[src/core/clk_sel_pkg.sv]
`default_nettype none
package clk_sel_pkg;

  // Source select codes
  localparam logic [1:0] SEL_WAKEUP = 2'h0;
  localparam logic [1:0] SEL_RESERVED = 2'h1;
  localparam logic [1:0] SEL_LOOP_OR_PRESCALE = 2'h2;
  localparam logic [1:0] SEL_DIRECT = 2'h3;

  // Field widths
  localparam int PRESCALE_W = 10;
  localparam int LOOP_P_W = 4;
  localparam int LOOP_N_W = 7;
  localparam int LOOP_K2_W = 7;
  localparam int PERIOD_W = 16;
  localparam int ACC_W = PERIOD_W + LOOP_P_W + LOOP_K2_W + 2;

  // Synchroniser source indices
  localparam int SRC_COUNT = 4;
  localparam int SRC_DIRECT = 0;
  localparam int SRC_CRYSTAL = 1;
  localparam int SRC_INTERNAL = 2;
  localparam int SRC_WAKEUP = 3;

  // Reset values
  localparam logic [PRESCALE_W-1:0] PRESCALE_RST = 10'h000;
  localparam logic [PERIOD_W-1:0] PERIOD_RST = 16'h0000;
  localparam logic [PERIOD_W-1:0] PERIOD_MAX = 16'hFFFF;
  localparam logic [ACC_W-1:0] ACC_RST = 29'h00000000;

  typedef enum logic [2:0]
  {
    MODE_STOP = 3'b000,
    MODE_WAKEUP = 3'b001,
    MODE_DIRECT = 3'b010,
    MODE_PRESCALE = 3'b011,
    MODE_LOOP = 3'b100
  } mode_e;

  typedef struct packed
  {
    logic [1:0] clock_source_select;
    logic vco_bypass;
    logic prescale_from_internal;
    logic [PRESCALE_W-1:0] output_prescaler_value;
    logic [LOOP_P_W-1:0] loop_input_divider;
    logic [LOOP_N_W-1:0] loop_feedback_multiplier;
    logic [LOOP_K2_W-1:0] loop_output_divider;
  } clock_cfg_s;

endpackage : clk_sel_pkg
`default_nettype wire

[src/core/clk_src_sync.sv]
`default_nettype none
module clk_src_sync
#(
  parameter int WIDTH = 4
)
(
  // Clock and reset
  input wire logic clk,
  input wire logic rst_n,
  input wire logic ce,
  // Raw and filtered levels
  input wire logic [WIDTH-1:0] raw,
  output logic [WIDTH-1:0] level
);

  genvar g;
  generate
    for (g = 0; g < WIDTH; g++)
    begin : g_src
      logic s1_r;
      logic s2_r;
      logic s3_r;
      logic lvl_r;
      // A change is accepted only once the second and third stages agree
      wire agree = (s2_r == s3_r);
      always_ff @(posedge clk or negedge rst_n)
      begin
        if (!rst_n)
        begin
          s1_r <= 1'b0;
          s2_r <= 1'b0;
          s3_r <= 1'b0;
          lvl_r <= 1'b0;
        end
        else if (ce)
        begin
          s1_r <= raw[g];
          s2_r <= s1_r;
          s3_r <= s2_r;
          if (agree)
            lvl_r <= s3_r;
        end
      end
      assign level[g] = lvl_r;
    end
  endgenerate

endmodule : clk_src_sync
`default_nettype wire

[src/core/system_clock_source_select.sv]
// Operation
// - Select code 11 passes the direct clock input to the system clock unchanged.
// - Prescaler mode from the crystal pin with factor 1 behaves like direct drive.
// - Select code 10 with vco bypass set picks prescaler mode from crystal or internal source.
// - In prescaler mode the source is divided by the prescaler field plus one.
// - With factor 1 the system clock follows the source level and duty cycle.
// - The largest prescaler factor is 1024.
// - Select code 10 with vco bypass clear runs the system clock from the loop.
// - Loop output is input times (feedback+1) over (input div+1)(output div+1).
// - Select code 00 runs the system clock from the wakeup clock.
`default_nettype none
module system_clock_source_select
(
  // Clock and reset
  input wire logic clk,
  input wire logic rst_n,
  input wire logic ce,
  // Configuration
  input wire clk_sel_pkg::clock_cfg_s cfg,
  // Clock sources
  input wire logic direct_clock_input,
  input wire logic crystal_input_pin,
  input wire logic internal_clock_in,
  input wire logic wakeup_clock_in,
  // Result
  output logic system_clock,
  output clk_sel_pkg::mode_e active_mode
);

  function automatic clk_sel_pkg::mode_e decode_mode(input logic [1:0] sel, input logic byp);
    case (sel)
      clk_sel_pkg::SEL_DIRECT: decode_mode = clk_sel_pkg::MODE_DIRECT;
      clk_sel_pkg::SEL_LOOP_OR_PRESCALE:
        decode_mode = byp ? clk_sel_pkg::MODE_PRESCALE : clk_sel_pkg::MODE_LOOP;
      clk_sel_pkg::SEL_WAKEUP: decode_mode = clk_sel_pkg::MODE_WAKEUP;
      default: decode_mode = clk_sel_pkg::MODE_STOP;
    endcase
  endfunction : decode_mode

  // Reset release through two flops
  logic rst_a_r;
  logic rst_b_r;
  always_ff @(posedge clk or negedge rst_n)
  begin
    if (!rst_n)
    begin
      rst_a_r <= 1'b0;
      rst_b_r <= 1'b0;
    end
    else
    begin
      rst_a_r <= 1'b1;
      rst_b_r <= rst_a_r;
    end
  end
  wire srst_n = rst_b_r;

  // Source sampling
  logic [clk_sel_pkg::SRC_COUNT-1:0] src_lvl;
  clk_src_sync #(.WIDTH(clk_sel_pkg::SRC_COUNT)) u_sync
  (
    .clk(clk),
    .rst_n(srst_n),
    .ce(ce),
    .raw({wakeup_clock_in, internal_clock_in, crystal_input_pin, direct_clock_input}),
    .level(src_lvl)
  );

  wire clk_sel_pkg::mode_e mode_w = decode_mode(cfg.clock_source_select, cfg.vco_bypass);
  // Oscillator feeding both prescaler and loop
  wire osc_lvl = cfg.prescale_from_internal ? src_lvl[clk_sel_pkg::SRC_INTERNAL]
                                            : src_lvl[clk_sel_pkg::SRC_CRYSTAL];
  logic osc_prev_r;
  wire osc_rise = osc_lvl & ~osc_prev_r;

  // Prescaler: count source periods, high for the first half rounded up
  logic [clk_sel_pkg::PRESCALE_W-1:0] div_cnt_r;
  wire [clk_sel_pkg::PRESCALE_W-1:0] div_val = cfg.output_prescaler_value;
  wire div_wrap = (div_cnt_r >= div_val);
  wire [clk_sel_pkg::PRESCALE_W-1:0] div_cnt_nxt =
    div_wrap ? clk_sel_pkg::PRESCALE_RST : div_cnt_r + 10'h001;
  wire [clk_sel_pkg::PRESCALE_W:0] div_half = ({1'b0, div_val} + 11'h002) >> 1;
  // Odd factors keep the longer half high rather than add a half-period counter
  wire div_hi = ({1'b0, div_cnt_r} < div_half);
  wire div_one = (div_val == clk_sel_pkg::PRESCALE_RST);
  wire pre_clk = div_one ? osc_lvl : div_hi;

  // Loop: measured input period drives a digital oscillator
  logic [clk_sel_pkg::PERIOD_W-1:0] per_cnt_r;
  logic [clk_sel_pkg::PERIOD_W-1:0] period_r;
  logic [clk_sel_pkg::ACC_W-1:0] acc_r;
  logic loop_clk_r;
  wire [clk_sel_pkg::LOOP_P_W:0] p_fac = {1'b0, cfg.loop_input_divider} + 5'h01;
  wire [clk_sel_pkg::LOOP_N_W:0] n_fac = {1'b0, cfg.loop_feedback_multiplier} + 8'h01;
  wire [clk_sel_pkg::LOOP_K2_W:0] k2_fac = {1'b0, cfg.loop_output_divider} + 8'h01;
  // Full output period in units of clk cycles times the multiplier
  wire [clk_sel_pkg::ACC_W-1:0] loop_lim =
    clk_sel_pkg::ACC_W'(period_r) * clk_sel_pkg::ACC_W'(p_fac) * clk_sel_pkg::ACC_W'(k2_fac);
  wire [clk_sel_pkg::ACC_W-1:0] loop_step = clk_sel_pkg::ACC_W'({n_fac, 1'b0});
  wire [clk_sel_pkg::ACC_W-1:0] acc_sum = acc_r + loop_step;
  // At most one toggle per clk, so the output saturates at half the sampling rate
  wire loop_tog = (period_r != clk_sel_pkg::PERIOD_RST) && (acc_sum >= loop_lim);
  wire [clk_sel_pkg::ACC_W-1:0] acc_nxt = loop_tog ? acc_sum - loop_lim : acc_sum;
  wire [clk_sel_pkg::PERIOD_W-1:0] per_cnt_nxt =
    osc_rise ? 16'h0001 : (per_cnt_r == clk_sel_pkg::PERIOD_MAX) ? per_cnt_r : per_cnt_r + 16'h0001;

  always_ff @(posedge clk or negedge srst_n)
  begin
    if (!srst_n)
    begin
      osc_prev_r <= 1'b0;
      div_cnt_r <= clk_sel_pkg::PRESCALE_RST;
      per_cnt_r <= clk_sel_pkg::PERIOD_RST;
      period_r <= clk_sel_pkg::PERIOD_RST;
      acc_r <= clk_sel_pkg::ACC_RST;
      loop_clk_r <= 1'b0;
    end
    else if (ce)
    begin
      osc_prev_r <= osc_lvl;
      if (osc_rise)
        div_cnt_r <= div_cnt_nxt;
      per_cnt_r <= per_cnt_nxt;
      if (osc_rise)
        period_r <= per_cnt_r;
      if (mode_w == clk_sel_pkg::MODE_LOOP)
      begin
        acc_r <= acc_nxt;
        if (loop_tog)
          loop_clk_r <= ~loop_clk_r;
      end
    end
  end

  // Output selection
  logic sys_nxt;
  always_comb
  begin
    case (mode_w)
      clk_sel_pkg::MODE_DIRECT: sys_nxt = src_lvl[clk_sel_pkg::SRC_DIRECT];
      clk_sel_pkg::MODE_PRESCALE: sys_nxt = pre_clk;
      clk_sel_pkg::MODE_LOOP: sys_nxt = loop_clk_r;
      clk_sel_pkg::MODE_WAKEUP: sys_nxt = src_lvl[clk_sel_pkg::SRC_WAKEUP];
      default: sys_nxt = 1'b0;
    endcase
  end

  always_ff @(posedge clk or negedge srst_n)
  begin
    if (!srst_n)
    begin
      system_clock <= 1'b0;
      active_mode <= clk_sel_pkg::MODE_STOP;
    end
    else if (ce)
    begin
      system_clock <= sys_nxt;
      active_mode <= mode_w;
    end
  end

endmodule : system_clock_source_select
`default_nettype wire

[config.mk]
export PLATFORM = sky130hd
export DESIGN_NAME = system_clock_source_select
export DESIGN_NICKNAME = d
export VERILOG_FILES = /design/src/core/clk_sel_pkg.sv /design/src/core/clk_src_sync.sv /design/src/core/system_clock_source_select.sv
export SDC_FILE = /design/constraint.sdc
export NUM_CORES = 1
export LEC_CHECK = 0
export ABC_CLOCK_PERIOD_IN_PS = 3600
export BUFFER_PORTS_ARGS = -buffer_cell sky130_fd_sc_hd__buf_2
export CAP_MARGIN = 15
export CORE_MARGIN = 3
export CORE_UTILIZATION = 55
export CTS_CLUSTER_DIAMETER = 60
export DETAILED_ROUTE_END_ITERATION = 16
export PLACE_DENSITY_LB_ADDON = 0.3
export SYNTH_ARGS = -nofsm -noshare
export SYNTH_HDL_FRONTEND = slang
export SYNTH_HIERARCHICAL = 1
export SYNTH_SLANG_ARGS = --single-unit
[constraint.sdc]
create_clock -name clk -period 3.6 [get_ports clk]
set_input_delay 0.54 -clock clk [delete_from_list [all_inputs] [get_ports clk]]
set_output_delay 0.54 -clock clk [all_outputs]
set_load 0.05 [all_outputs]
Yosys cells after proc, flatten, opt, wreduce, memory -nomap -nowiden
Cells that the tools add are included.
{"block": "classes", "addsub": 8, "eq_ne": 12, "mul": 2, "n_mux": 9, "n_reduce_logical": 12, "n_bitwise": 3, "order_cmp": 3}
{"op": "$mux 16", "count": 2}
{"op": "$add 29x9->29", "count": 1}
{"op": "$ge 29x29->1", "count": 1}
{"op": "$mul 21x8->29", "count": 1}
{"op": "$mux 29", "count": 1}
{"op": "$sub 29x29->29", "count": 1}
{"op": "$mul 16x5->21", "count": 1}
{"op": "$add 16x1->16 const B", "count": 1}
{"op": "$add 7x1->8 const B", "count": 2}
{"op": "$eq 16x16->1 const B", "count": 1}
{"op": "$reduce_bool 16->1", "count": 1}
{"op": "$reduce_and 2->1", "count": 7}
{"op": "$add 10x2->11 const B", "count": 1}
{"op": "$add 10x1->10 const B", "count": 1}
{"op": "$ge 10x10->1", "count": 1}
{"op": "$logic_not 10->1", "count": 1}
{"op": "$lt 10x10->1", "count": 1}
{"op": "$mux 10", "count": 1}
{"op": "$pmux 3 s3", "count": 1}
{"op": "$eq 3x2->1 const B", "count": 2}
{"op": "$add 4x1->5 const B", "count": 1}
{"op": "$eq 1x1->1", "count": 4}
{"op": "$eq 2x2->1 const B", "count": 2}
{"op": "$pmux 1 s4", "count": 1}
{"op": "10 further kinds", "count": 12}
{"block": "word_totals", "wordCells": 75, "register_bits": 95, "output_inout_bits": 4}

Depth between registers and ports, before layout
{"block": "depth", "ltp_word": 6, "depth_mapped": 49}

Cells and area by module
Netlist, hierarchy kept.
{"mod": "system_clock_source_select", "seq_area_each_um2": 1976.9, "cells_per_inst": 1676, "instances": 1, "area_per_inst_um2": 13923.4}
{"mod": "clk_src_sync", "seq_area_each_um2": 400.4, "cells_per_inst": 46, "instances": 1, "area_per_inst_um2": 674.4}

Least setup slack after synthesis
No wires, ideal clock.
{"block": "synth_path", "kind": "input to register", "startpoint": "input cfg[14] (netlist bit)", "endpoint": "register acc_r[2] (netlist bit)", "t_arrival_ns": 10.590, "n_path_buf": 3, "cell_stages": 45, "setup_slack_ns": -7.123, "path_cell_list": "ha_1 xor2_1 clkbuf_1 nand2_1 fa_1 fa_1 fa_1 inv_1 ha_1 nor2b_1 o21ai_2 a21oi_1 o41a_1 o31ai_4 nand2b_1 xnor2_1 or2_2 fa_1 [... 9 more ...] and2_1 o21bai_1 o21bai_1 o31ai_1 nand2b_1 a21oi_1 xor2_1 ha_1 a21o_1 a21o_1 a21o_1 a32o_1 a21oi_1 o21ai_2 buf_2 buf_2 a311oi_1 a21oi_1"}
{"block": "synth_between", "elab_chain_len": 6, "elab_cells_between_ends": 7, "cone_classes": "2 x add/sub; 2 x mul; 1 x order compare; 1 x mux; 1 x reduce/logical"}
{"item": "start, declared", "line": "system_clock_source_select.sv:19", "text": "input wire clk_sel_pkg::clock_cfg_s cfg,"}
{"item": "$add 4x1->5 (*)", "line": "system_clock_source_select.sv:93", "text": "wire [clk_sel_pkg::LOOP_P_W:0] p_fac = {1'b0, cfg.loop_input_divider} + 5'h01;"}
{"item": "$mul 16x5->21 (*)", "line": "system_clock_source_select.sv:98", "text": "clk_sel_pkg::ACC_W'(period_r) * clk_sel_pkg::ACC_W'(p_fac) * clk_sel_pkg::ACC_W'(k2_fac);"}
{"item": "$mul 21x8->29 (*)", "line": "system_clock_source_select.sv:98"}
{"item": "$ge 29x29->1", "line": "system_clock_source_select.sv:102", "text": "wire loop_tog = (period_r != clk_sel_pkg::PERIOD_RST) && (acc_sum >= loop_lim);"}
{"item": "$logic_and 1x1->1", "line": "system_clock_source_select.sv:102"}
{"item": "$mux 29 (*)", "line": "system_clock_source_select.sv:103", "text": "wire [clk_sel_pkg::ACC_W-1:0] acc_nxt = loop_tog ? acc_sum - loop_lim : acc_sum;"}
{"item": "end signal, assigned", "line": "system_clock_source_select.sv:115", "text": "acc_r <= clk_sel_pkg::ACC_RST;"}
{"item": "end signal, assigned", "line": "system_clock_source_select.sv:128", "text": "acc_r <= acc_nxt;"}
{"item": "end, declared", "line": "system_clock_source_select.sv:91", "text": "logic [clk_sel_pkg::ACC_W-1:0] acc_r;"}
Every way passes the cells marked *; elsewhere a longest branch is shown, timed or not.
A chain may end at the register's enable or synchronous reset.

Final worst setup path
{"block": "layout_path", "startpoint": "input cfg[14] (netlist bit)", "endpoint": "register acc_r[20] (netlist bit)"}
The elaborated chain is that of the path after synthesis.

==> metrics.log <==
[metrics] leading register cell type out of synthesis: dfrtp_1
[metrics] clock-pin transition on the worst setup and hold timing paths: ~0.080 ns
[metrics] number of rows created at floorplan: slightly below 60
[metrics] cell family contributing the most delay on the critical path: adder cells
[metrics] number of antenna violations at the first check in global routing: 0
[metrics] cells taking the most area after synthesis: fa_1 22%, dfrtp_1 16%, ha_1 12%
[metrics] data required time of the critical path: approximately 3.9 ns
[metrics] number of clock sinks: 95
[metrics] Final period util: 2.86
[metrics] pin count of the biggest net entering global routing: a little over 60
[metrics] violations in the final reports: setup timing
[metrics] Critical Path Start Type: input pin
[metrics] Highest Clock Rate: about 100 MHz
[metrics] Routed WL: around 42000 um
[metrics] die outline area: about 29000 um^2
[metrics] first-iteration detailed-routing DRC count: 909
[metrics] worst stage delay on the critical path: approximately 0.6 ns
[metrics] signed area change from the synthesized netlist to the final layout: 31.0%
[metrics] Slew Limit Fails: 0
[metrics] Routed Antenna Nets: 0
[metrics] Final Hold Slack: approximately 0.35 ns
[metrics] Worst Setup Path Type: input pin to flip-flop
[metrics] slowest stage cell, crit path: fa_1
[metrics] clock latency of the later-clocked register in the worst-skew pair: roughly 0.36 ns
[metrics] peak supply drop: roughly 0.0027 V
[metrics] global-route wire length before repair: between 60000 and 70000 um
[metrics] nets in the synthesized netlist: roughly 2000
[metrics] clock tree from TritonCTS: yes
[metrics] vias per std cell: approximately 5.7
[metrics] H-Tree Depth: 3
[metrics] classification of the worst-slack hold path: flip-flop to flip-flop
[metrics] number of enable flip-flop cells after synthesis: 0
[metrics] vias in the first global route: between 10000 and 15000
[metrics] min Tclk post-route: 10.30 ns
[metrics] DR WL/cell: about 17 um
[metrics] endpoints failing hold: 0
[metrics] FFs w/ async S/R, synth: 1.00
[metrics] initial core utilization: 0.570
[metrics] Max Cap Violations: 0
[metrics] total DRC errors in the routed layout: 0
[metrics] Max transition margin: 0.455
[metrics] top layer used by detailed routing: met4
[metrics] total grt overflow: 0
[metrics] Clock Path Buffers: 2
[metrics] Clock Skews: 0.0111 ns
[metrics] sequential area share after synthesis: 0.163
[metrics] FILL cells: between 1500 and 2000
[metrics] clock root buffer: clkbuf_16
[metrics] setup slack of the critical path after layout: -6.70 ns
[metrics] met3 wire length: 2040 um
[metrics] final RePlAce weighted congestion: around 0.9
[metrics] share of final-layout standard cells stronger than drive strength 1: 0.294
[metrics] final-stage net count: approximately 2500
[metrics] measured slew at the worst slew-check pin: ~0.8 ns
[metrics] DIE HEIGHT: roughly 170 um
[metrics] vias: 13900
[metrics] ranking of synthesized cells by instance count: 189 x nor2_1, 181 x inv_1, 158 x fa_1
[metrics] critical path capture point type: flip-flop
[metrics] horizontal extent of the die: between 150 and 200 um
[metrics] share of the synthesized area in the top cell type: 0.217
[metrics] overall track demand over capacity in global routing: 0.287
[metrics] unrepaired setup endpoints after global routing: yes
[metrics] post-synthesis average cell area: approximately 8.5 um^2
[metrics] TritonRoute pass-1 iters: 5
[metrics] Worst EP arrival: 10.57 ns
[metrics] register bit total from synthesis: 95
[metrics] static leakage: 9.64 nW
[metrics] DP Area: about 18000 um^2
[metrics] routed length on met2: between 20000 and 25000 um
[metrics] endpoints failing setup: 30
[metrics] CP Buf/Inv Count: 8
[metrics] input/output buffers: 42
[metrics] largest fanout on the critical path: 7
[metrics] Layout Cell Area excl Fill: between 15000 and 20000 um^2
[metrics] # IOs: 43
[metrics] cell area after synthesis: 14600 um^2
[metrics] most instantiated library cell after synthesis: nor2_1
[metrics] DP Wirelength: between 30000 and 40000 um
[metrics] power density over cell area: around 1100 nW/um^2
[metrics] run status: finished with violations
[metrics] library cell occupying the most area in the post-synthesis netlist: fa_1
[metrics] Netlist cell types: 67
[metrics] number of instances in the synthesized netlist: approximately 1700
[metrics] number of buffers inserted during clock tree synthesis: 9
[metrics] yosys warns: 6
[metrics] M1 wire length: roughly 17000 um
[metrics] Critical Path Most Common Cell: fa_1
[metrics] antenna fix cells: 0
[metrics] Core Footprint: approximately 26000 um^2
final timing paths:
| path | startpoint | endpoint | slack [ns] | cells past startpoint |
|---|---|---|---|---|
| min in group asynchronous | rst_b_r$_DFF_PN0_ | acc_r[1]$_DFFE_PN0P_ | 0.43 | 0 |
| max in group asynchronous | rst_b_r$_DFF_PN0_ | period_r[5]$_DFFE_PN0P_ | 2.37 | 1 |
| worst max register to register | period_r[4]$_DFFE_PN0P_ | acc_r[20]$_DFFE_PN0P_ | -6.38 | 41 |
| worst max-delay path | cfg[14] | acc_r[20]$_DFFE_PN0P_ | -6.70 | 42 |
| worst min register to register | rst_a_r$_DFF_PN0_ | rst_b_r$_DFF_PN0_ | 0.35 | 0 |
| worst min-delay path | rst_a_r$_DFF_PN0_ | rst_b_r$_DFF_PN0_ | 0.35 | 0 |
per-stage QoR:
| stage | utilization | setup TNS (ns) | setup slack, ns | std cells | power [mW] |
|---|---|---|---|---|---|
| global route | 0.747 | -208.32 | -7.02 | 2449 | 22.7 |
| CTS | 0.735 | -186.15 | -6.29 | 2437 | 20.2 |
| floorplan | - | -188.64 | -6.36 | 1722 | 11.3 |
| detailed placement | 0.699 | -211.08 | -7.18 | 2397 | 17.9 |
| finish | 0.747 | -198.04 | -6.70 | 2449 | 20.9 |
| global placement | 0.699 | -205.41 | -6.92 | 2397 | 17.4 |
cells by family after synthesis:
kind of cell	after synthesis	share of synthesized area
other	1	0.000257
muxes	29	0.0212
AOI/OAI and AO/OA	308	0.136
DFF	95	0.163
and+or+nand+nor	632	0.206
xor gates and xnor gates	120	0.0725
buffers and inverters	238	0.0635
adders and majority gates	299	0.338
timing repair:
item | in CTS | in global routing
setup buffers | 20 | 12
setup endpoints to repair | 30 | 30
endpoints found under the hold margin | 2 | 0
pin swaps | 76 | 45
resized for setup | 116 | 47
hold buffers | 1 | 0
cloned | 3 | 0
per-layer routing:
metal | vias up | global-route usage
met5 | - | 0
met4 | 0 | 0.0872
met3 | 123 | 0.0411
met2 | 470 | 0.515
met1 | 6834 | 0.360
li1 | 6503 | -
registers in the layout (all words and copies together) (netlist names), 4 cells and up:
name                flops
per_cnt_r              16
div_cnt_r              10
u_sync/g_src.s1_r       4
u_sync/g_src.s2_r       4
period_r               16
acc_r                  29
u_sync/g_src.s3_r       4
u_sync/g_src.lvl_r      4
cell type report:
| class | count | area [um^2] | share of cell area |
|---|---|---|---|
| Inverter | 181 | 682 | 0.0357 |
| Sequential cell | 95 | 2380 | 0.125 |
| Multi-Input combinational cell | 1390 | 12000 | 0.629 |
| Tap cell | 330 | 413 | 0.0216 |
| Clock buffer | 9 | 225 | 0.0118 |
| Clock inverter | 7 | 63.8 | 0.00334 |
| Timing Repair Buffer | 437 | 3330 | 0.174 |
report_power, final:
part	total [mW]	internal [mW]	switching [mW]	leakage (nW)
Sequential	1.63	1.33	0.296	1.20
Combinational	18.4	9.26	9.10	8.30
Clock	0.955	0.486	0.469	0.142
cells in the final DEF (no fill, tap or decap), drive strengths merged, types with 76 or more instances in the layout:
cell type | Yosys | routed
a21oi | 83 | 83
buf | 12 | 436
dfrtp | 95 | 95
fa | 158 | 158
ha | 141 | 141
inv | 181 | 185
nand2 | 156 | 156
nor2 | 189 | 189
o21ai | 82 | 83
xnor2 | 76 | 76
Note: power is estimated with default switching activity, not from simulation.
